[config.mk]
export PLATFORM = sky130hd
export DESIGN_NAME = uabw_top
export DESIGN_NICKNAME = d
export VERILOG_FILES = /design/src/rtl/uabw_pkg.sv /design/src/rtl/uabw_sync.sv /design/src/rtl/uabw_prescale.sv /design/src/rtl/uabw_top.sv
export SDC_FILE = /design/constraint.sdc
export NUM_CORES = 1
export LEC_CHECK = 0
export ABC_AREA = 1
export BUFFER_PORTS_ARGS = -buffer_cell sky130_fd_sc_hd__buf_2
export CAP_MARGIN = 5
export CELL_PAD_IN_SITES_DETAIL_PLACEMENT = 1
export CELL_PAD_IN_SITES_GLOBAL_PLACEMENT = 1
export CORE_ASPECT_RATIO = 1.4
export CORE_UTILIZATION = 45
export CTS_BUF_LIST = sky130_fd_sc_hd__clkbuf_16
export DETAILED_ROUTE_END_ITERATION = 10
export PLACE_DENSITY_LB_ADDON = 0.1
export RECOVER_POWER = 100
export SLEW_MARGIN = 20
export SYNTH_ARGS = -nofsm -noshare
export SYNTH_HDL_FRONTEND = slang
export SYNTH_SLANG_ARGS = --single-unit
[constraint.sdc]
create_clock -name CLK -period 3.8 [get_ports CLK]
set_input_delay 0.38 -clock CLK [delete_from_list [all_inputs] [get_ports CLK]]
set_output_delay 0.38 -clock CLK [all_outputs]
set_load 0.005 [all_outputs]
[src/rtl/uabw_pkg.sv]
// shared constants for the auto-baud and wake-on-break receiver block
package uabw_pkg;
  // register byte addresses
  localparam logic [7:0]  ADDR_CTRL     = 8'h00;
  localparam logic [7:0]  ADDR_STAT     = 8'h04;
  localparam logic [7:0]  ADDR_DIV      = 8'h08;
  localparam logic [7:0]  ADDR_DATA     = 8'h0c;
  // control register bits
  localparam int          CTRL_AB       = 0;
  localparam int          CTRL_WAKE     = 1;
  localparam int          CTRL_WIDE     = 2;
  localparam int          CTRL_HS       = 3;
  localparam int          CTRL_SYNC     = 4;
  localparam int          CTRL_OVF      = 5;
  // status register bits
  localparam int          STAT_FLAG     = 0;
  localparam int          STAT_IDLE     = 1;
  localparam int          STAT_FERR     = 2;
  // reset values
  localparam logic [15:0] DIV_RST       = 16'h0000;
  localparam logic [7:0]  DATA_RST      = 8'h00;
  // prescale ratios from the oscillator to the rate base clock
  localparam logic [6:0]  PRE_SLOW      = 7'h40;
  localparam logic [6:0]  PRE_MID       = 7'h10;
  localparam logic [6:0]  PRE_FAST      = 7'h04;
  // measurement clock runs at this fraction of the base clock
  localparam logic [3:0]  ABD_RATIO     = 4'h8;
  // rising edges in a sync character, and counter start value
  localparam logic [2:0]  SYNC_RISES    = 3'h5;
  localparam logic [15:0] ABD_START     = 16'h0001;
endpackage

[src/rtl/uabw_sync.sv]
// three-stage synchroniser for the receive line
`timescale 1ns/100ps
`default_nettype none
module uabw_sync (
  input  wire logic clk,
  input  wire logic rst,
  input  wire logic din,
  output var  logic dout
);
  logic s1;
  logic s2;
  logic s3;
  logic next_dout;

  always_comb begin
    // a change counts only once the two later stages agree
    next_dout = (s2 == s3) ? s3 : dout;
  end

  always_ff @(posedge clk) begin
    if (rst) begin
      s1   <= 1'b1;
      s2   <= 1'b1;
      s3   <= 1'b1;
      dout <= 1'b1;
    end else begin
      s1   <= din;
      s2   <= s1;
      s3   <= s2;
      dout <= next_dout;
    end
  end
endmodule
`default_nettype wire

[src/rtl/uabw_prescale.sv]
// base clock and measurement clock enable pulses
`timescale 1ns/100ps
`default_nettype none
module uabw_prescale
  import uabw_pkg::*;
(
  input  wire logic clk,
  input  wire logic rst,
  input  wire logic wide_divisor_select,
  input  wire logic high_speed_select,
  output var  logic base_tick,
  output var  logic abd_tick
);
  logic [6:0] pre_cnt;
  logic [3:0] abd_cnt;
  logic [6:0] ratio;
  logic [6:0] next_pre_cnt;
  logic [3:0] next_abd_cnt;
  logic       next_base_tick;
  logic       next_abd_tick;

  always_comb begin
    case ({wide_divisor_select, high_speed_select})
      2'b00:   ratio = PRE_SLOW;
      2'b11:   ratio = PRE_FAST;
      default: ratio = PRE_MID;
    endcase
    next_base_tick = 1'b0;
    next_abd_tick  = 1'b0;
    next_pre_cnt   = pre_cnt + 7'h01;
    next_abd_cnt   = abd_cnt;
    if (next_pre_cnt >= ratio) begin
      next_pre_cnt   = 7'h00;
      next_base_tick = 1'b1;
      next_abd_cnt   = abd_cnt + 4'h1;
      if (next_abd_cnt >= ABD_RATIO) begin
        next_abd_cnt  = 4'h0;
        next_abd_tick = 1'b1;
      end
    end
  end

  always_ff @(posedge clk) begin
    if (rst) begin
      pre_cnt   <= 7'h00;
      abd_cnt   <= 4'h0;
      base_tick <= 1'b0;
      abd_tick  <= 1'b0;
    end else begin
      pre_cnt   <= next_pre_cnt;
      abd_cnt   <= next_abd_cnt;
      base_tick <= next_base_tick;
      abd_tick  <= next_abd_tick;
    end
  end
endmodule
`default_nettype wire

[src/rtl/uabw_top.sv]
// receiver with auto-baud measurement and wake-on-break, APB registers
//
// Summary of operation
// - receive line gates the rate counter
// - enable starts measurement, receiver held idle
// - count from first rise after start bit
// - fifth rise: keep count, clear enable, flag
// - data read clears flag, value discarded
// - both divisor bytes form one 16-bit counter
// - counter runs at one eighth base clock
// - counter starts at one
// - with wake set, measure the following character
// - overflow sets flag, counting continues
// - overflow clear needs enable already clear
// - wake only in asynchronous mode
// - wake armed: no reception, fall is wake
// - wake sets flag, data read clears it
// - rise ending break clears wake enable
// - non-zero character: first low is wake
//
// Chosen here: register access over APB and the register addresses.
`timescale 1ns/100ps
`default_nettype none
module uabw_top
  import uabw_pkg::*;
(
  input  wire logic        CLK,
  input  wire logic        RST,
  input  wire logic        PSEL,
  input  wire logic        PENABLE,
  input  wire logic        PWRITE,
  input  wire logic [7:0]  PADDR,
  input  wire logic [31:0] PWDATA,
  output var  logic [31:0] PRDATA,
  output var  logic        PREADY,
  output var  logic        PSLVERR,
  input  wire logic        RX_LINE,
  input  wire logic        SLEEP
);
  typedef enum logic [1:0] {AB_OFF, AB_ARM, AB_LOW, AB_COUNT} uabw_ab_t;
  typedef enum logic [1:0] {RX_IDLE, RX_START, RX_DATA, RX_STOP} uabw_rx_t;

  logic        receive_line;
  logic        base_tick;
  logic        abd_tick;

  // control and status state
  logic        autobaud_enable;
  logic        wake_on_break_enable;
  logic        wide_divisor_select;
  logic        high_speed_select;
  logic        sync_mode;
  logic        autobaud_overflow_flag;
  logic [15:0] rate_divisor;
  logic        receive_flag;
  logic        frame_error;
  logic [7:0]  receive_data_reg;
  logic        wake_low;
  logic        line_prev;
  uabw_ab_t    ab_state;
  logic [2:0]  rise_cnt;
  uabw_rx_t    rx_state;
  logic [15:0] rx_cnt;
  logic [2:0]  bit_idx;
  logic [7:0]  shift;

  logic        next_autobaud_enable;
  logic        next_wake_on_break_enable;
  logic        next_wide_divisor_select;
  logic        next_high_speed_select;
  logic        next_sync_mode;
  logic        next_autobaud_overflow_flag;
  logic [15:0] next_rate_divisor;
  logic        next_receive_flag;
  logic        next_frame_error;
  logic [7:0]  next_receive_data_reg;
  logic        next_wake_low;
  uabw_ab_t    next_ab_state;
  logic [2:0]  next_rise_cnt;
  uabw_rx_t    next_rx_state;
  logic [15:0] next_rx_cnt;
  logic [2:0]  next_bit_idx;
  logic [7:0]  next_shift;

  logic [31:0] next_prdata;
  logic        next_pready;
  logic        next_pslverr;

  logic        wr;
  logic        rd;
  logic        mapped;
  logic        fall;
  logic        rise;
  logic        rx_allowed;
  logic [15:0] eff_div;
  logic [16:0] count_sum;
  logic [31:0] ctrl_word;
  logic [31:0] stat_word;

  uabw_sync u_sync (
    .clk  (CLK),
    .rst  (RST),
    .din  (RX_LINE),
    .dout (receive_line)
  );

  uabw_prescale u_pre (
    .clk                 (CLK),
    .rst                 (RST),
    .wide_divisor_select (wide_divisor_select),
    .high_speed_select   (high_speed_select),
    .base_tick           (base_tick),
    .abd_tick            (abd_tick)
  );

  assign wr      = PSEL & PENABLE & PREADY & PWRITE;
  assign rd      = PSEL & PENABLE & PREADY & ~PWRITE;
  assign fall    = line_prev & ~receive_line;
  assign rise    = ~line_prev & receive_line;
  // narrow modes run on the low divisor byte only
  assign eff_div = wide_divisor_select ? rate_divisor
                                       : {8'h00, rate_divisor[7:0]};
  assign mapped  = (PADDR == ADDR_CTRL) || (PADDR == ADDR_STAT)
                || (PADDR == ADDR_DIV) || (PADDR == ADDR_DATA);

  always_comb begin
    ctrl_word                  = 32'h0000_0000;
    ctrl_word[CTRL_AB]         = autobaud_enable;
    ctrl_word[CTRL_WAKE]       = wake_on_break_enable;
    ctrl_word[CTRL_WIDE]       = wide_divisor_select;
    ctrl_word[CTRL_HS]         = high_speed_select;
    ctrl_word[CTRL_SYNC]       = sync_mode;
    ctrl_word[CTRL_OVF]        = autobaud_overflow_flag;
    stat_word                  = 32'h0000_0000;
    stat_word[STAT_FLAG]       = receive_flag;
    stat_word[STAT_IDLE]       = (rx_state == RX_IDLE);
    stat_word[STAT_FERR]       = frame_error;
  end

  // bus answer: data captured in the setup cycle, ready in the access cycle
  always_comb begin
    next_pready  = PSEL & ~PENABLE;
    next_pslverr = PSEL & ~PENABLE & ~mapped;
    next_prdata  = 32'h0000_0000;
    if (PSEL && !PENABLE && !PWRITE) begin
      case (PADDR)
        ADDR_CTRL: next_prdata = ctrl_word;
        ADDR_STAT: next_prdata = stat_word;
        ADDR_DIV:  next_prdata = {16'h0000, rate_divisor};
        ADDR_DATA: next_prdata = {24'h000000, receive_data_reg};
        default:   next_prdata = 32'h0000_0000;
      endcase
    end
  end

  always_ff @(posedge CLK) begin
    if (RST) begin
      PRDATA  <= 32'h0000_0000;
      PREADY  <= 1'b0;
      PSLVERR <= 1'b0;
    end else begin
      PRDATA  <= next_prdata;
      PREADY  <= next_pready;
      PSLVERR <= next_pslverr;
    end
  end

  always_comb begin
    next_autobaud_enable        = autobaud_enable;
    next_wake_on_break_enable   = wake_on_break_enable;
    next_wide_divisor_select    = wide_divisor_select;
    next_high_speed_select      = high_speed_select;
    next_sync_mode              = sync_mode;
    next_autobaud_overflow_flag = autobaud_overflow_flag;
    next_rate_divisor           = rate_divisor;
    next_receive_flag           = receive_flag;
    next_frame_error            = frame_error;
    next_receive_data_reg       = receive_data_reg;
    next_wake_low               = wake_low;
    next_ab_state               = ab_state;
    next_rise_cnt               = rise_cnt;
    next_rx_state               = rx_state;
    next_rx_cnt                 = rx_cnt;
    next_bit_idx                = bit_idx;
    next_shift                  = shift;
    count_sum                   = {1'b0, rate_divisor} + 17'h00001;

    // software side first, so that hardware events below win
    if (wr && PADDR == ADDR_CTRL) begin
      next_autobaud_enable     = PWDATA[CTRL_AB];
      next_wide_divisor_select = PWDATA[CTRL_WIDE];
      next_high_speed_select   = PWDATA[CTRL_HS];
      next_sync_mode           = PWDATA[CTRL_SYNC];
      // wake exists only in asynchronous mode
      next_wake_on_break_enable = PWDATA[CTRL_WAKE]
                                & ~PWDATA[CTRL_SYNC];
      // overflow stays set unless enable was already clear
      next_autobaud_overflow_flag = autobaud_overflow_flag
        & (PWDATA[CTRL_OVF] | autobaud_enable);
    end
    if (wr && PADDR == ADDR_DIV) begin
      next_rate_divisor = PWDATA[15:0];
    end
    if (rd && PADDR == ADDR_DATA) begin
      next_receive_flag = 1'b0;
    end

    // wake-on-break: a fall is the wake event, the next rise ends it
    if (wake_on_break_enable && !sync_mode) begin
      if (fall) begin
        next_receive_flag = 1'b1;
        next_wake_low     = 1'b1;
      end
      if (rise && wake_low) begin
        next_wake_on_break_enable = 1'b0;
        next_wake_low             = 1'b0;
      end
    end else begin
      next_wake_low = 1'b0;
    end

    // auto-baud measurement
    case (ab_state)
      AB_OFF: begin
        // with wake armed, wait for the break to end first
        if (autobaud_enable && !wake_on_break_enable
            && rx_state == RX_IDLE) begin
          next_ab_state = AB_ARM;
        end
      end
      AB_ARM: begin
        if (fall) begin
          next_ab_state = AB_LOW;
        end
      end
      AB_LOW: begin
        if (rise) begin
          next_rate_divisor = ABD_START;
          next_rise_cnt     = 3'h1;
          next_ab_state     = AB_COUNT;
        end
      end
      AB_COUNT: begin
        if (abd_tick) begin
          // the line, not the rate, decides how long this runs
          next_rate_divisor = count_sum[15:0];
          if (count_sum[16]) begin
            next_autobaud_overflow_flag = 1'b1;
          end
        end
        if (rise) begin
          next_rise_cnt = rise_cnt + 3'h1;
          if (next_rise_cnt == SYNC_RISES) begin
            next_autobaud_enable = 1'b0;
            next_receive_flag    = 1'b1;
            next_ab_state        = AB_OFF;
          end
        end
      end
      default: next_ab_state = AB_OFF;
    endcase
    // enable dropped by software mid-measure: stop, no flag
    if (!autobaud_enable && ab_state != AB_OFF) begin
      next_ab_state = AB_OFF;
    end

    // normal reception, mid-bit sampling on the base clock
    if (!rx_allowed) begin
      next_rx_state = RX_IDLE;
    end else begin
      case (rx_state)
        RX_IDLE: begin
          if (fall) begin
            next_rx_cnt   = {1'b0, eff_div[15:1]};
            next_rx_state = RX_START;
          end
        end
        RX_START: begin
          if (base_tick) begin
            if (rx_cnt != 16'h0000) begin
              next_rx_cnt = rx_cnt - 16'h0001;
            end else if (!receive_line) begin
              next_rx_cnt   = eff_div;
              next_bit_idx  = 3'h0;
              next_rx_state = RX_DATA;
            end else begin
              next_rx_state = RX_IDLE;
            end
          end
        end
        RX_DATA: begin
          if (base_tick) begin
            if (rx_cnt != 16'h0000) begin
              next_rx_cnt = rx_cnt - 16'h0001;
            end else begin
              next_shift   = {receive_line, shift[7:1]};
              next_rx_cnt  = eff_div;
              next_bit_idx = bit_idx + 3'h1;
              if (bit_idx == 3'h7) begin
                next_rx_state = RX_STOP;
              end
            end
          end
        end
        RX_STOP: begin
          if (base_tick) begin
            if (rx_cnt != 16'h0000) begin
              next_rx_cnt = rx_cnt - 16'h0001;
            end else begin
              next_receive_data_reg = shift;
              next_frame_error      = ~receive_line;
              next_receive_flag     = 1'b1;
              next_rx_state         = RX_IDLE;
            end
          end
        end
        default: next_rx_state = RX_IDLE;
      endcase
    end
  end

  // no reception while measuring, while wake is armed, or asleep
  assign rx_allowed = ~autobaud_enable & (ab_state == AB_OFF)
                    & ~wake_on_break_enable & ~SLEEP & ~sync_mode;

  always_ff @(posedge CLK) begin
    if (RST) begin
      autobaud_enable        <= 1'b0;
      wake_on_break_enable   <= 1'b0;
      wide_divisor_select    <= 1'b0;
      high_speed_select      <= 1'b0;
      sync_mode              <= 1'b0;
      autobaud_overflow_flag <= 1'b0;
      rate_divisor           <= DIV_RST;
      receive_flag           <= 1'b0;
      frame_error            <= 1'b0;
      receive_data_reg       <= DATA_RST;
      wake_low               <= 1'b0;
      line_prev              <= 1'b1;
      ab_state               <= AB_OFF;
      rise_cnt               <= 3'h0;
      rx_state               <= RX_IDLE;
      rx_cnt                 <= 16'h0000;
      bit_idx                <= 3'h0;
      shift                  <= 8'h00;
    end else begin
      autobaud_enable        <= next_autobaud_enable;
      wake_on_break_enable   <= next_wake_on_break_enable;
      wide_divisor_select    <= next_wide_divisor_select;
      high_speed_select      <= next_high_speed_select;
      sync_mode              <= next_sync_mode;
      autobaud_overflow_flag <= next_autobaud_overflow_flag;
      rate_divisor           <= next_rate_divisor;
      receive_flag           <= next_receive_flag;
      frame_error            <= next_frame_error;
      receive_data_reg       <= next_receive_data_reg;
      wake_low               <= next_wake_low;
      line_prev              <= receive_line;
      ab_state               <= next_ab_state;
      rise_cnt               <= next_rise_cnt;
      rx_state               <= next_rx_state;
      rx_cnt                 <= next_rx_cnt;
      bit_idx                <= next_bit_idx;
      shift                  <= next_shift;
    end
  end
endmodule
`default_nettype wire

After elaboration in Yosys (flattened, before gate mapping)
Cells that the tools add are included.
Operators by class
  reductions and logical operators: 39
  $add $sub $neg: 6
  muxes and demuxes: 65
  magnitude comparators: 2
  bitwise gates (word level): 30
  eq/ne operators: 29
Operators by type and width (number)
  two-way mux 16 bit: 12
  one-hot mux 16 bit (4 select lines): 2
  one-hot mux 16 bit (2 select lines): 1
  two-way mux 2 bit: 14
  != test 2 bit, second input constant: 12
  two-way mux 1 bit: 23
  two-way mux 3 bit: 7
  adder 16 x 1 -> 17 bit, second input constant: 1
  == test 8 x 4 -> 1 bit, second input constant: 2
  one-hot mux 2 bit (4 select lines): 2
  nonzero test 16 bit: 1
  subtractor 16 x 1 -> 16 bit, second input constant: 1
  NOT 1 bit: 15
  bitwise AND 1 bit: 14
  one-hot mux 7 bit (2 select lines): 1
  AND reduction 7 bit: 2
  one-hot mux 3 bit (2 select lines): 2
  == test 2 bit, second input constant: 5
  logical AND 1 bit: 10
  OR reduction 2 bit: 5
  == test 8 x 3 -> 1 bit, second input constant: 1
  logical NOT 8 bit: 1
  AND reduction 4 bit: 2
  AND reduction 8 bit: 1
  19 further kinds: 34
Storage, ports and cells
  register bits after elaboration: 119
  output and inout port bits: 34
  input bits: 47
  logic and storage cells: 200

Longest topological paths before layout
Gate-level depths: netlist (run 1).
  depth after elaboration: 14
  depth in mapped cells: 13

Hierarchy
From an unflattened synthesis (run 1), not the netlist that was laid out.
Unflattened totals
  cells, all modules: 885
  area total of the unflattened synthesis: 5880.6 µm²
Modules (own cells, without submodules)
  uabw_top: area each 5059.9 µm², times used 1, cells an instance 784
  uabw_prescale: area each 691.9 µm², times used 1, cells an instance 86
  uabw_sync: area each 128.9 µm², times used 1, cells an instance 15

Worst setup path before layout (run 1)
Ideal clock, no wire load.
  path type: register to register
  start: register u_pre.pre_cnt[0]
  end: register u_pre.pre_cnt[3]
  cell stages (with the launch flop): 11
  arrival time: 1733 ps
  period minus slack after synthesis: 1803 ps
  slack: 1997 ps
  cells stage by stage: dfxtp_1 -> ha_1 -> xnor2_1 -> ha_1 -> a21boi_0 -> nand3_1 -> nand2_1 -> nand3b_1 -> a21oi_2 -> nand2_2 -> a21oi_1
On the way
  word-level cells in the longest chain between the ends: 3
RTL lines
  start: declaration: line uabw_prescale.sv:14  | logic [6:0] pre_cnt;
  start signal: assignment: line uabw_prescale.sv:50  | pre_cnt <= next_pre_cnt;
  adder 7 x 1 -> 7 bit (*): line uabw_prescale.sv:30  | next_pre_cnt = pre_cnt + 7'h01;
  greater-or-equal comparator 7 bit: line uabw_prescale.sv:32  | if (next_pre_cnt >= ratio) begin
  OR reduction 2 bit (no source line)
Every way passes the cells marked *; elsewhere a longest branch is shown, timed or not.
A chain may end at the register's enable or synchronous reset.

Final worst setup path (run 1)
  start: register rx_cnt[0]
  end: register shift[7]
On the way
  word-level cells in the longest chain between the ends: 3
RTL lines
  start: declaration: line uabw_top.sv:63  | logic [15:0] rx_cnt;
  start signal: assignment: line uabw_top.sv:362  | rx_cnt <= next_rx_cnt;
  nonzero test 16 bit: line uabw_top.sv:293  | if (rx_cnt != 16'h0000) begin
  NOT 1 bit (no source line)
  AND reduction 4 bit (no source line)
  end signal: assignment: line uabw_top.sv:364  | shift <= next_shift;
  end: declaration: line uabw_top.sv:65  | logic [7:0] shift;
No other way between the ends.

==> metrics.txt, run 1 <==
Starting Density a little under half; startpoint types register; worst vdd ir 206 uV; CTS Hold Bufs 0; RR Endpoint shift[7]; Placer Congestion between 0.8 and 0.9; Yosys cell types 43; DR WL met3 between 300 and 400 um; IO Port Bufs between 40 and 50; fill count 1759; share of total power in the clock network 44.6%; DR pass1 iterations 4; ratio of cells with drive above 1 in the final layout 11.6%; final setup vio count 0; antenna violations before repair 0; Crit path max-delay family simple AND/OR/NAND/NOR gates; Min-Delay Endpoint u_sync.s1; largest registers PRDATA: 16 flops, rate_divisor: 16 flops, rx_cnt: 16 flops; Cell Area, Synth 6020 sq um; DIE WIDTH ~100 um; # IOs 81; min-delay src RX_LINE; syn_area_per_cell 6.87 sq um; # DRC 0; gr usage total 26.9%; Worst Path Required 4.03 ns; uppermost layer routed met4; diode count 0; largest net degree at the start of global routing 48; skew final 0.0115 ns; hold slack about 0.2 ns; grt ovf 0; hold-critical path depth 2; FF-to-FF Start rx_cnt[0]; post-DP HPWL 13.8 mm; post-route antenna net violation count 0; critical path cell sequence inv_1, ha_1, inv_1, nor2_1, nand3_1, nor2_1, nand2_1, clkinvlp_2, nand4_1, o21ai_0, nor2_1; PwrDens 340 nW/um^2; CTS tree yes; M1 wire length 7.20 mm; critical path type reg -> reg; Critical Path End Type register; Num CTS Buffers 9; CP peak stage delay between 0.6 and 0.7 ns; CTS root buf clkbuf_16; routed len/inst 16.3 um; Max Cap Viol 1; sum of negative setup slack 0 ns; Worst path most repeated cell nor2_1; sequential share of power 49.3%; violated checks capacitance limit, slew limit; Pint 0.00166 W; Relative slew margins -76.9%; Worst Tran Pin Value 2.65 ns; Post-CTS Resized 0; Sw Pwr 0.000562 W; Util after Layout 50.6%; vias in the first global route approximately 6.1k; crit-path max FO 9; die height roughly 140 um; Die ar. 13800 sq um; total wire length 18.0 mm; Final #Nets 987; # rows 49; FMAX between 300 and 400 MHz; Worst R2R Path Depth 11; Combinational Power Share 6.1%; H-tree depth 3; core area 12900 sq um; first-pass GRT wire length 29.6 mm; Arrival @ worst endpoint 3.14 ns; register area 2060 sq um; Min-Delay Path Class in -> reg; Clk Latency, worst-skew pair between 0.3 and 0.4 ns; Final Hold Viols 0; vias 5772; number of synthesized register bits 103; clock slew at reported path FFs 0.08 ns; max-slew violations 48; Post-CTS Repair Setup Buffers 0; synth warn 0; CP Buf/Inv Count 3; wire length on met2 9.97 mm; Tcrit/Tclk final 76.4%; initial DRC count slightly below 200; area delta synth->final 8.67%; slowest stage cell, crit path o21ai_0; register area share after synthesis 34.3%; status complete, but fails checks; vias per inst about 5.2; synthesized instance count 876; Period minus WS final 2.90 ns; P_leak 2.85 nW; switching share of power between 20% and 30%; RSZ-0062 raised after global routing no; clk buf depth 2; R2R setup slack 0.90 ns; CTS sink count 103; area taken by multi-input logic gates 3240 sq um
stage by stage:
stage          setup WS [ns]  std cells  area, sq um  power, W
5_1_grt                0.678       1100         6540   0.00230
3_3_place_gp            1.55       1084         6330   0.00125
3_5_place_dp            1.50       1084         6330   0.00126
4_1_cts                 1.48       1100         6650   0.00225
2_1_floorplan           2.00        891         6070   0.00122
6_report               0.896       1100         6540   0.00222
placed cells by master, fill, tap and decap left out, types with 2 or more instances in the layout:
master     count
clkinv_4       2
nand2_2        4
nand3_2        2
nor2_1       102
nand2_1      203
nand4_1        8
buf_2         40
buf_4          2
inv_2          4
o211ai_1      14
nor2_2         7
inv_1        110
o22ai_1        8
nand3b_1       2
xor2_1        10
or2_2          8
a31oi_1        3
nor2_4         3
o21ai_0       44
dfxtp_1      103
clkbuf_1      11
a21oi_1       69
clkbuf_16      9
ha_1          23
nor3_1        14
conb_1        16
xnor2_1        6
nand3_1       59
clkinv_1       2
a21oi_2       14
o21ai_2        2
a21boi_0       2
cell usage after synthesis:
master | n | share of area, %
o21ai_0 | 44 | 3.7
nor2_4 | 5 | 0.94
a22oi_4 | 1 | 0.35
clkbuf_1 | 12 | 0.75
nand3_2 | 2 | 0.33
nor2_2 | 9 | 0.94
clkinv_1 | 2 | 0.12
nand3_1 | 59 | 4.9
inv_1 | 108 | 6.7
a221oi_1 | 1 | 0.15
buf_6 | 4 | 0.75
nand3b_1 | 2 | 0.25
o221ai_1 | 1 | 0.15
o31ai_1 | 1 | 0.12
xor2_1 | 10 | 1.5
a21boi_0 | 2 | 0.25
or2_2 | 8 | 0.83
nor3_1 | 14 | 1.2
nand4_1 | 7 | 0.73
clkinv_4 | 1 | 0.15
buf_1 | 1 | 0.062
nand2_1 | 200 | 12
nand4_4 | 2 | 0.71
nor2_1 | 98 | 6.1
nor3_2 | 1 | 0.17
nor3b_1 | 1 | 0.12
nand2_4 | 2 | 0.37
a21oi_1 | 59 | 4.9
nand2_2 | 6 | 0.62
o22ai_1 | 8 | 0.83
buf_4 | 17 | 2.1
o21a_1 | 1 | 0.12
a31oi_1 | 3 | 0.31
ha_1 | 23 | 4.8
xnor2_1 | 6 | 0.87
o211ai_1 | 14 | 1.7
inv_2 | 6 | 0.37
dfxtp_1 | 103 | 34
a211oi_1 | 1 | 0.12
a21oi_2 | 24 | 3.5
buf_2 | 4 | 0.33
conb_1 | 1 | 0.062
o21ai_2 | 2 | 0.29
worst max path at each step:
stage	startpoint	to	slack, ns	depth (start not counted)
floorplan	u_pre.pre_cnt[0]	u_pre.pre_cnt[3]	2.00	10
global placement	rx_cnt[0]	shift[7]	1.55	11
detailed placement	rx_cnt[0]	shift[7]	1.50	11
CTS	rx_cnt[0]	shift[7]	1.48	11
global route	rx_cnt[0]	shift[7]	0.68	11
finish	rx_cnt[0]	shift[7]	0.90	11
area by class of cell:
class | count | share of cell area, %
well taps | 178 | 3.41
repair buffers | 53 | 3.92
clock inverters | 7 | 1.40
multi-input cells | 633 | 49.6
inverters | 117 | 6.73
clock buffers | 9 | 3.44
flip-flops and latches | 103 | 31.5
cells by family (layout without fill, tap and decap cells):
logic type,count (synthesis),after routing,share of synthesized area (%)
xor gates and xnor gates,16,16,2.33
AOI/OAI and AO/OA,162,162,16.5
and+or+nand+nor,416,416,30.7
DFF,103,103,34.3
adders and majority gates,23,23,4.78
other,1,16,0.0623
buffers and inverters,155,186,11.4
worst register-to-register path: stages (launching register included):
cell and delay [ns]:
dfxtp_1 0.33, inv_1 0.21, ha_1 0.23, inv_1 0.07
nor2_1 0.08, nand3_1 0.08, nor2_1 0.24, nand2_1 0.27
clkinvlp_2 0.20, nand4_1 0.37, o21ai_0 0.62, nor2_1 0.08
per-layer routing:
metal	GRT usage [%]	vias to the layer above
li1	-	2870
met2	52.6	65
met1	29.5	2802
met4	8.13	0
met5	0	-
met3	2.97	35
power groups by stage:
| stage | sequential (W) | clock, W | combinational, W |
|---|---|---|---|
| 2_1_floorplan | 0.00112 | 0 | 0.000102 |
| 3_3_place_gp | 0.00112 | 0 | 0.000130 |
| 3_5_place_dp | 0.00112 | 0 | 0.000139 |
| 4_1_cts | 0.00110 | 0.00101 | 0.000142 |
| 5_1_grt | 0.00110 | 0.00105 | 0.000152 |
| 6_report | 0.00110 | 0.000989 | 0.000135 |
No activity file was read; power rests on OpenSTA's default activity.
==> run 2: changes to the inputs <==
--- a/config.mk
+++ b/config.mk
@@ -5,13 +5,13 @@
 export SDC_FILE = /design/constraint.sdc
 export NUM_CORES = 1
 export LEC_CHECK = 0
-export ABC_AREA = 1
+export ABC_AREA = 0
 export BUFFER_PORTS_ARGS = -buffer_cell sky130_fd_sc_hd__buf_2
 export CAP_MARGIN = 5
 export CELL_PAD_IN_SITES_DETAIL_PLACEMENT = 1
 export CELL_PAD_IN_SITES_GLOBAL_PLACEMENT = 1
 export CORE_ASPECT_RATIO = 1.4
-export CORE_UTILIZATION = 45
+export CORE_UTILIZATION = 43
 export CTS_BUF_LIST = sky130_fd_sc_hd__clkbuf_16
 export DETAILED_ROUTE_END_ITERATION = 10
 export PLACE_DENSITY_LB_ADDON = 0.1
==> constraint.sdc (replaced) <==
create_clock -name CLK -period 2.9 [get_ports CLK]
set_input_delay 0.29 -clock CLK [delete_from_list [all_inputs] [get_ports CLK]]
set_output_delay 0.29 -clock CLK [all_outputs]
set_load 0.005 [all_outputs]
==> run 2 against run 1 <==
Against the previous run: clock-buffer cell count did not move; critical path type unchanged; first-iteration DRC count is 21% lower; clock skew decreased by 0.0019 ns; sequential share of layout area grew 1.7 points; critical endpoint is now u_pre.abd_cnt[1]; wire length decreased by 11%; core utilization is 2.2 points lower; setup slack lost 0.64 ns; the flow now finishes without violations; clock power increased by 21%; synthesized cell count down 24%; cell count decreased by 22%.
==> metrics.txt, run 2 <==
status complete, no violations; worst vdd ir between 400 and 500 uV; min-delay src RX_LINE; share of the synthesized area in the top cell type 36.6%; CTS root buf clkbuf_16; syn_area_per_cell ~8.5 sq um; largest net degree at the start of global routing 48; Min-Delay Endpoint u_sync.s1; DIE WIDTH 98.7 um; RSZ-0062 raised after global routing no; most frequent cells after synthesis dfxtp_1, nor2_1, nand2_1, a21oi_1, clkbuf_1; Clk Latency, worst-skew pair 0.35 ns; total wire length approximately 16 mm; Worst R2R Path Depth 8; core area 12800 sq um; H-tree depth 3; vias per inst 5.92; largest registers PRDATA: 16 flops, rate_divisor: 16 flops, rx_cnt: 16 flops; vias in the first global route slightly above 5k; Tcrit/Tclk final 91.0%; ys async rst share 0%; critical path type reg -> reg; Critical Path End Type register; final setup vio count 0; diode count 0; FMAX 379 MHz; Placer Congestion 0.838; CTS tree yes; PwrDens 474 nW/um^2; startpoint types register; hold-critical path depth 2; max-slew violations 0; post-DP HPWL around 12 mm; Period minus WS final 2.64 ns; Worst Path Required 3.09 ns; Starting Density 43.9%; Post-synth EDFFs 0; clock slew at reported path FFs 0.07 ns; P_leak 2.57 nW; Area contributors post-synth dfxtp_1, mux2i_1, ha_1; Die ar. between 10000 and 15000 sq um; cell taking the most area after synthesis dfxtp_1; # rows 49; post-route antenna net violation count 0; CTS Hold Bufs 0; clk buf depth 2; most frequent cell after synthesis dfxtp_1; PnR worst setup slack 0.261 ns; vias slightly above 5k; Main synth FF type dfxtp_1; Final #Nets 766; Min-Delay Path Class in -> reg; Cell Area, Synth 5630 sq um; number of synthesized register bits 103; Yosys cell types 66; gr usage total 24.3%; FF-to-FF Start u_pre.pre_cnt[0]; IO Port Bufs 48; # IOs 81; crit-path max FO 5; hold slack 0.126 ns; grt ovf 0; Worst Tran Pin Value ~0.88 ns; R2R setup slack 0.26 ns; CTS sink count 103; antenna violations before repair 0; register area share after synthesis 36.6%; Final Hold Viols 0; routed len/inst 18.8 um; synthesized instance count 663; Post-Place Setup Slack between 0.2 and 0.25 ns; sum of negative setup slack 0 ns; Relative slew margins 41.3%; synth warn 0; skew final 0.00965 ns; RR Endpoint u_pre.abd_cnt[1]; leading cell types in the layout, fill and taps excluded dfxtp_1, nor2_1, nand2_1; Max Cap Viol 0; die height 137 um; first-pass GRT wire length 25.8 mm; initial DRC count 154; ratio of cells with drive above 1 in the final layout between 10 and 15%; most common cell after layout, fill and taps aside dfxtp_1; Arrival @ worst endpoint 2.83 ns; area delta synth->final 10.1%; Num CTS Buffers 9; DR pass1 iterations 4; # DRC 0
==> run 2: changes by cell type after synthesis, moves of 12 or more <==
cell,delta
a21oi_2,-24
and3_1,+17
nand2_1,-148
o211ai_1,-12
nor2_1,-34
inv_1,-80
nand3_1,-35
a21oi_1,-28
and2_1,+12
clkbuf_1,+19
mux2i_1,+30
o21ai_0,-18
==> run 2: metrics by stage <==
stage	area [sq um]	power [W]	util [%]	std cells
2_1_floorplan	5680	0.00169	-	678
3_3_place_gp	5950	0.00175	46.4	838
3_5_place_dp	5950	0.00177	46.4	838
4_1_cts	6240	0.00298	48.7	854
5_1_grt	6200	0.00307	48.4	854
6_report	6200	0.00294	48.4	854
==> run 2: layout make-up <==
class	count	area [sq um]
Tap cell	153	191
Timing Repair Buffer	63	310
Clock inverter	7	67.6
Sequential cell	103	2060
Fill cell	1552	6620
Multi-Input combinational cell	490	3230
Inverter	29	109
Clock buffer	9	225
==> run 2: critical path, cell delays in order (launching register included) <==
cell	delay (ns)
dfxtp_1	0.40
ha_1	0.22
nand3_1	0.14
xnor2_1	0.17
ha_1	0.22
or4b_2	0.65
and3_1	0.23
o311ai_0	0.33
a21oi_1	0.13
==> run 2: how the worst max path moves through the flow <==
stage                     slack, ns          endpoint  depth (start not counted)             start
after floorplan                0.52  u_pre.pre_cnt[1]                          8  u_pre.pre_cnt[0]
after global placement         0.30  u_pre.pre_cnt[1]                          8  u_pre.pre_cnt[0]
after detailed placement       0.20  u_pre.abd_cnt[2]                          8  u_pre.pre_cnt[0]
after CTS                      0.18  u_pre.pre_cnt[1]                          8  u_pre.pre_cnt[0]
after global routing           0.02  u_pre.pre_cnt[5]                          8  u_pre.pre_cnt[0]
final                          0.26  u_pre.abd_cnt[1]                          8  u_pre.pre_cnt[0]
==> run 2: routing by layer <==
layer	vias to the layer above	part of all wire [%]	global-route usage, %
met3	30	2.3	3.20
met1	2511	40	27.2
met4	0	3.3	10.3
met5	-	0	0
met2	75	54	46.1
li1	2441	-	-
==> run 2: power breakdown <==
group / internal [W] / total [W] / switching, W / leakage, nW
clock network: 0.000604 / 0.00120 / 0.000599 / 0.139
registers: 0.00143 / 0.00145 / 0.0000177 / 0.831
logic: 0.0000936 / 0.000285 / 0.000192 / 1.60
total: 0.00213 / 0.00294 / 0.000808 / 2.57
==> run 2: timing repair <==
action | 4_1_cts | 5_1_grt
setup buffers | 0 | 0
endpoints found under the setup margin | 0 | 2
gates resized for setup | 0 | 1
==> run 2: logic make-up after synthesis <==
kind of cell,Yosys count,share of synthesized area [%]
other,1,0.0666
AND/OR/NAND/NOR,253,23.1
adder cells (fa/ha/maj),24,5.29
AO/OA/AOI/OAI,139,17.5
buffers and inverters,85,6.89
flip-flops,103,36.6
XOR/XNOR,22,3.42
multiplexers,36,7.14
==> run 3: changes to the inputs <==
--- a/config.mk
+++ b/config.mk
@@ -7,8 +7,7 @@
 export LEC_CHECK = 0
 export ABC_AREA = 0
 export BUFFER_PORTS_ARGS = -buffer_cell sky130_fd_sc_hd__buf_2
-export CAP_MARGIN = 5
-export CELL_PAD_IN_SITES_DETAIL_PLACEMENT = 1
+export CELL_PAD_IN_SITES_DETAIL_PLACEMENT = 0
 export CELL_PAD_IN_SITES_GLOBAL_PLACEMENT = 1
 export CORE_ASPECT_RATIO = 1.4
 export CORE_UTILIZATION = 43
==> run 3 against run 2 <==
Against the previous run: global-route usage fell by 1.8 points; critical path depth did not move; total power fell by 0.48%; largest power group unchanged; largest cell class unchanged; non-clock buffer count did not move; core utilization fell by 0.068 points.
==> metrics.txt, run 3 (synthesis results as in run 2) <==
CP peak stage delay 0.65 ns; Pint 0.00213 W; sequential share of power 49.6%; # IOs between 80 and 90; Placed Instance Area 5950 sq um; first-pass GRT wire length 23.9 mm; Post-CTS Repair Setup Buffers 0; FMAX 377 MHz; ratio of cells with drive above 1 in the final layout 10.8%; PnR worst setup slack roughly 0.25 ns; Arrival @ worst endpoint between 2 and 3 ns; sum of negative setup slack 0 ns; Post-CTS Resized 0; CTS tree yes; worst vdd ir 332 uV; critical path cell sequence ha_1, nand3_1, xnor2_1, ha_1, or4b_2, and3_1, nor3_1, and3_1; P_leak ~2.6 nW; total wire length 14.8 mm; post-DP HPWL about 11 mm; share of total power in the clock network 41.0%; Crit path max-delay family simple AND/OR/NAND/NOR gates; leading cell types in the layout, fill and taps excluded dfxtp_1, nor2_1, nand2_1; hold slack 0.124 ns; clock slew at reported path FFs about 0.080 ns; PwrDens 473 nW/um^2; routed len/inst 17.3 um; diode count 0; # rows 49; vias 4973; Clk Latency, worst-skew pair between 0.3 and 0.4 ns; Tcrit/Tclk final 91.5%; crit-path max FO 5; fill count 1321; switching share of power 27.2%; antenna violations before repair 0; DIE WIDTH 98.7 um; # DRC 0; Util after Layout 48.3%; Sw Pwr just under 0.0008 W; Num CTS Buffers 9; H-tree depth 3; most common cell after layout, fill and taps aside dfxtp_1; clk buf depth 2; startpoint types register; grt ovf 0; core area 12800 sq um; Design Area, Final 6190 sq um; RSZ-0062 raised after global routing no; skew final 0.0127 ns; area delta synth->final 9.98%; vias in the first global route between 4k and 5k; Worst Tran Pin Value 0.899 ns; Die ar. approximately 14000 sq um; IO Port Bufs 48; register area 2060 sq um; area taken by multi-input logic gates ~3200 sq um; Worst Path Required 3.18 ns; status complete, no violations; DR pass1 iterations 5; largest registers PRDATA: 16 flops, rate_divisor: 16 flops, rx_cnt: 16 flops; CTS sink count 103; CP Buf/Inv Count 0; Final Hold Viols 0; largest net degree at the start of global routing 48; CTS Hold Bufs 0; Critical Path End Type register; Post-Place Setup Slack 0.272 ns; final setup vio count 0; gr usage total 22.5%; Final #Nets 766; Placer Congestion 0.838; initial DRC count around 270; critical path type reg -> reg; Relative slew margins 40.1%; Max Cap Viol 0; die height 137 um; Combinational Power Share under 10%; Period minus WS final 2.65 ns; vias per inst 5.82; Starting Density between 40% and 50%; CTS root buf clkbuf_16; Min-Delay Path Class in -> reg; max-slew violations 0; slowest stage cell, crit path or4b_2; post-route antenna net violation count 0
[run 3: per-layer routing]
metal | track usage [%] | vias up | part of all wire (%)
met1 | 26.2 | 2407 | 42
met5 | 0 | - | 0
met2 | 40.7 | 104 | 52
li1 | - | 2436 | -
met3 | 3.70 | 26 | 3.3
met4 | 10.2 | 0 | 2.8
[run 3: final cells by class]
type | count | share of cell area, %
repair buffers | 63 | 4.99
clock buffers | 9 | 3.64
well taps | 153 | 3.09
multi-input cells | 490 | 52.1
clock inverters | 7 | 1.05
flip-flops and latches | 103 | 33.3
inverters | 29 | 1.76
[run 3: per-stage QoR]
stage | instances | power, W
after floorplan | 678 | 0.00169
after global placement | 838 | 0.00175
after detailed placement | 838 | 0.00176
after CTS | 854 | 0.00296
after global routing | 854 | 0.00306
final | 854 | 0.00293
[run 3: path summary, 6_finish.rpt]
check                                       from                to  slack [ns]  cells after the start
worst max-delay path            u_pre.pre_cnt[0]  u_pre.pre_cnt[1]        0.25                      8
worst min-delay path                     RX_LINE         u_sync.s1        0.12                      2
worst max register to register  u_pre.pre_cnt[0]  u_pre.pre_cnt[1]        0.25                      8
worst min register to register         u_sync.s1         u_sync.s2        0.41                      1
[run 3: power groups by stage]
stage                     sequential, W  clock (W)  combinational (W)
after floorplan                 0.00148          0           0.000206
after global placement          0.00148          0           0.000271
after detailed placement        0.00148          0           0.000276
after CTS                       0.00145    0.00123           0.000279
after global routing            0.00145    0.00129           0.000310
final                           0.00145    0.00120           0.000275
[run 3: worst reg2reg max path, cell delays in order (launching register included)]
cell and delay [ns]:
dfxtp_1 0.40, ha_1 0.21, nand3_1 0.14, xnor2_1 0.17, ha_1 0.21, or4b_2 0.65
and3_1 0.22, nor3_1 0.36, and3_1 0.22
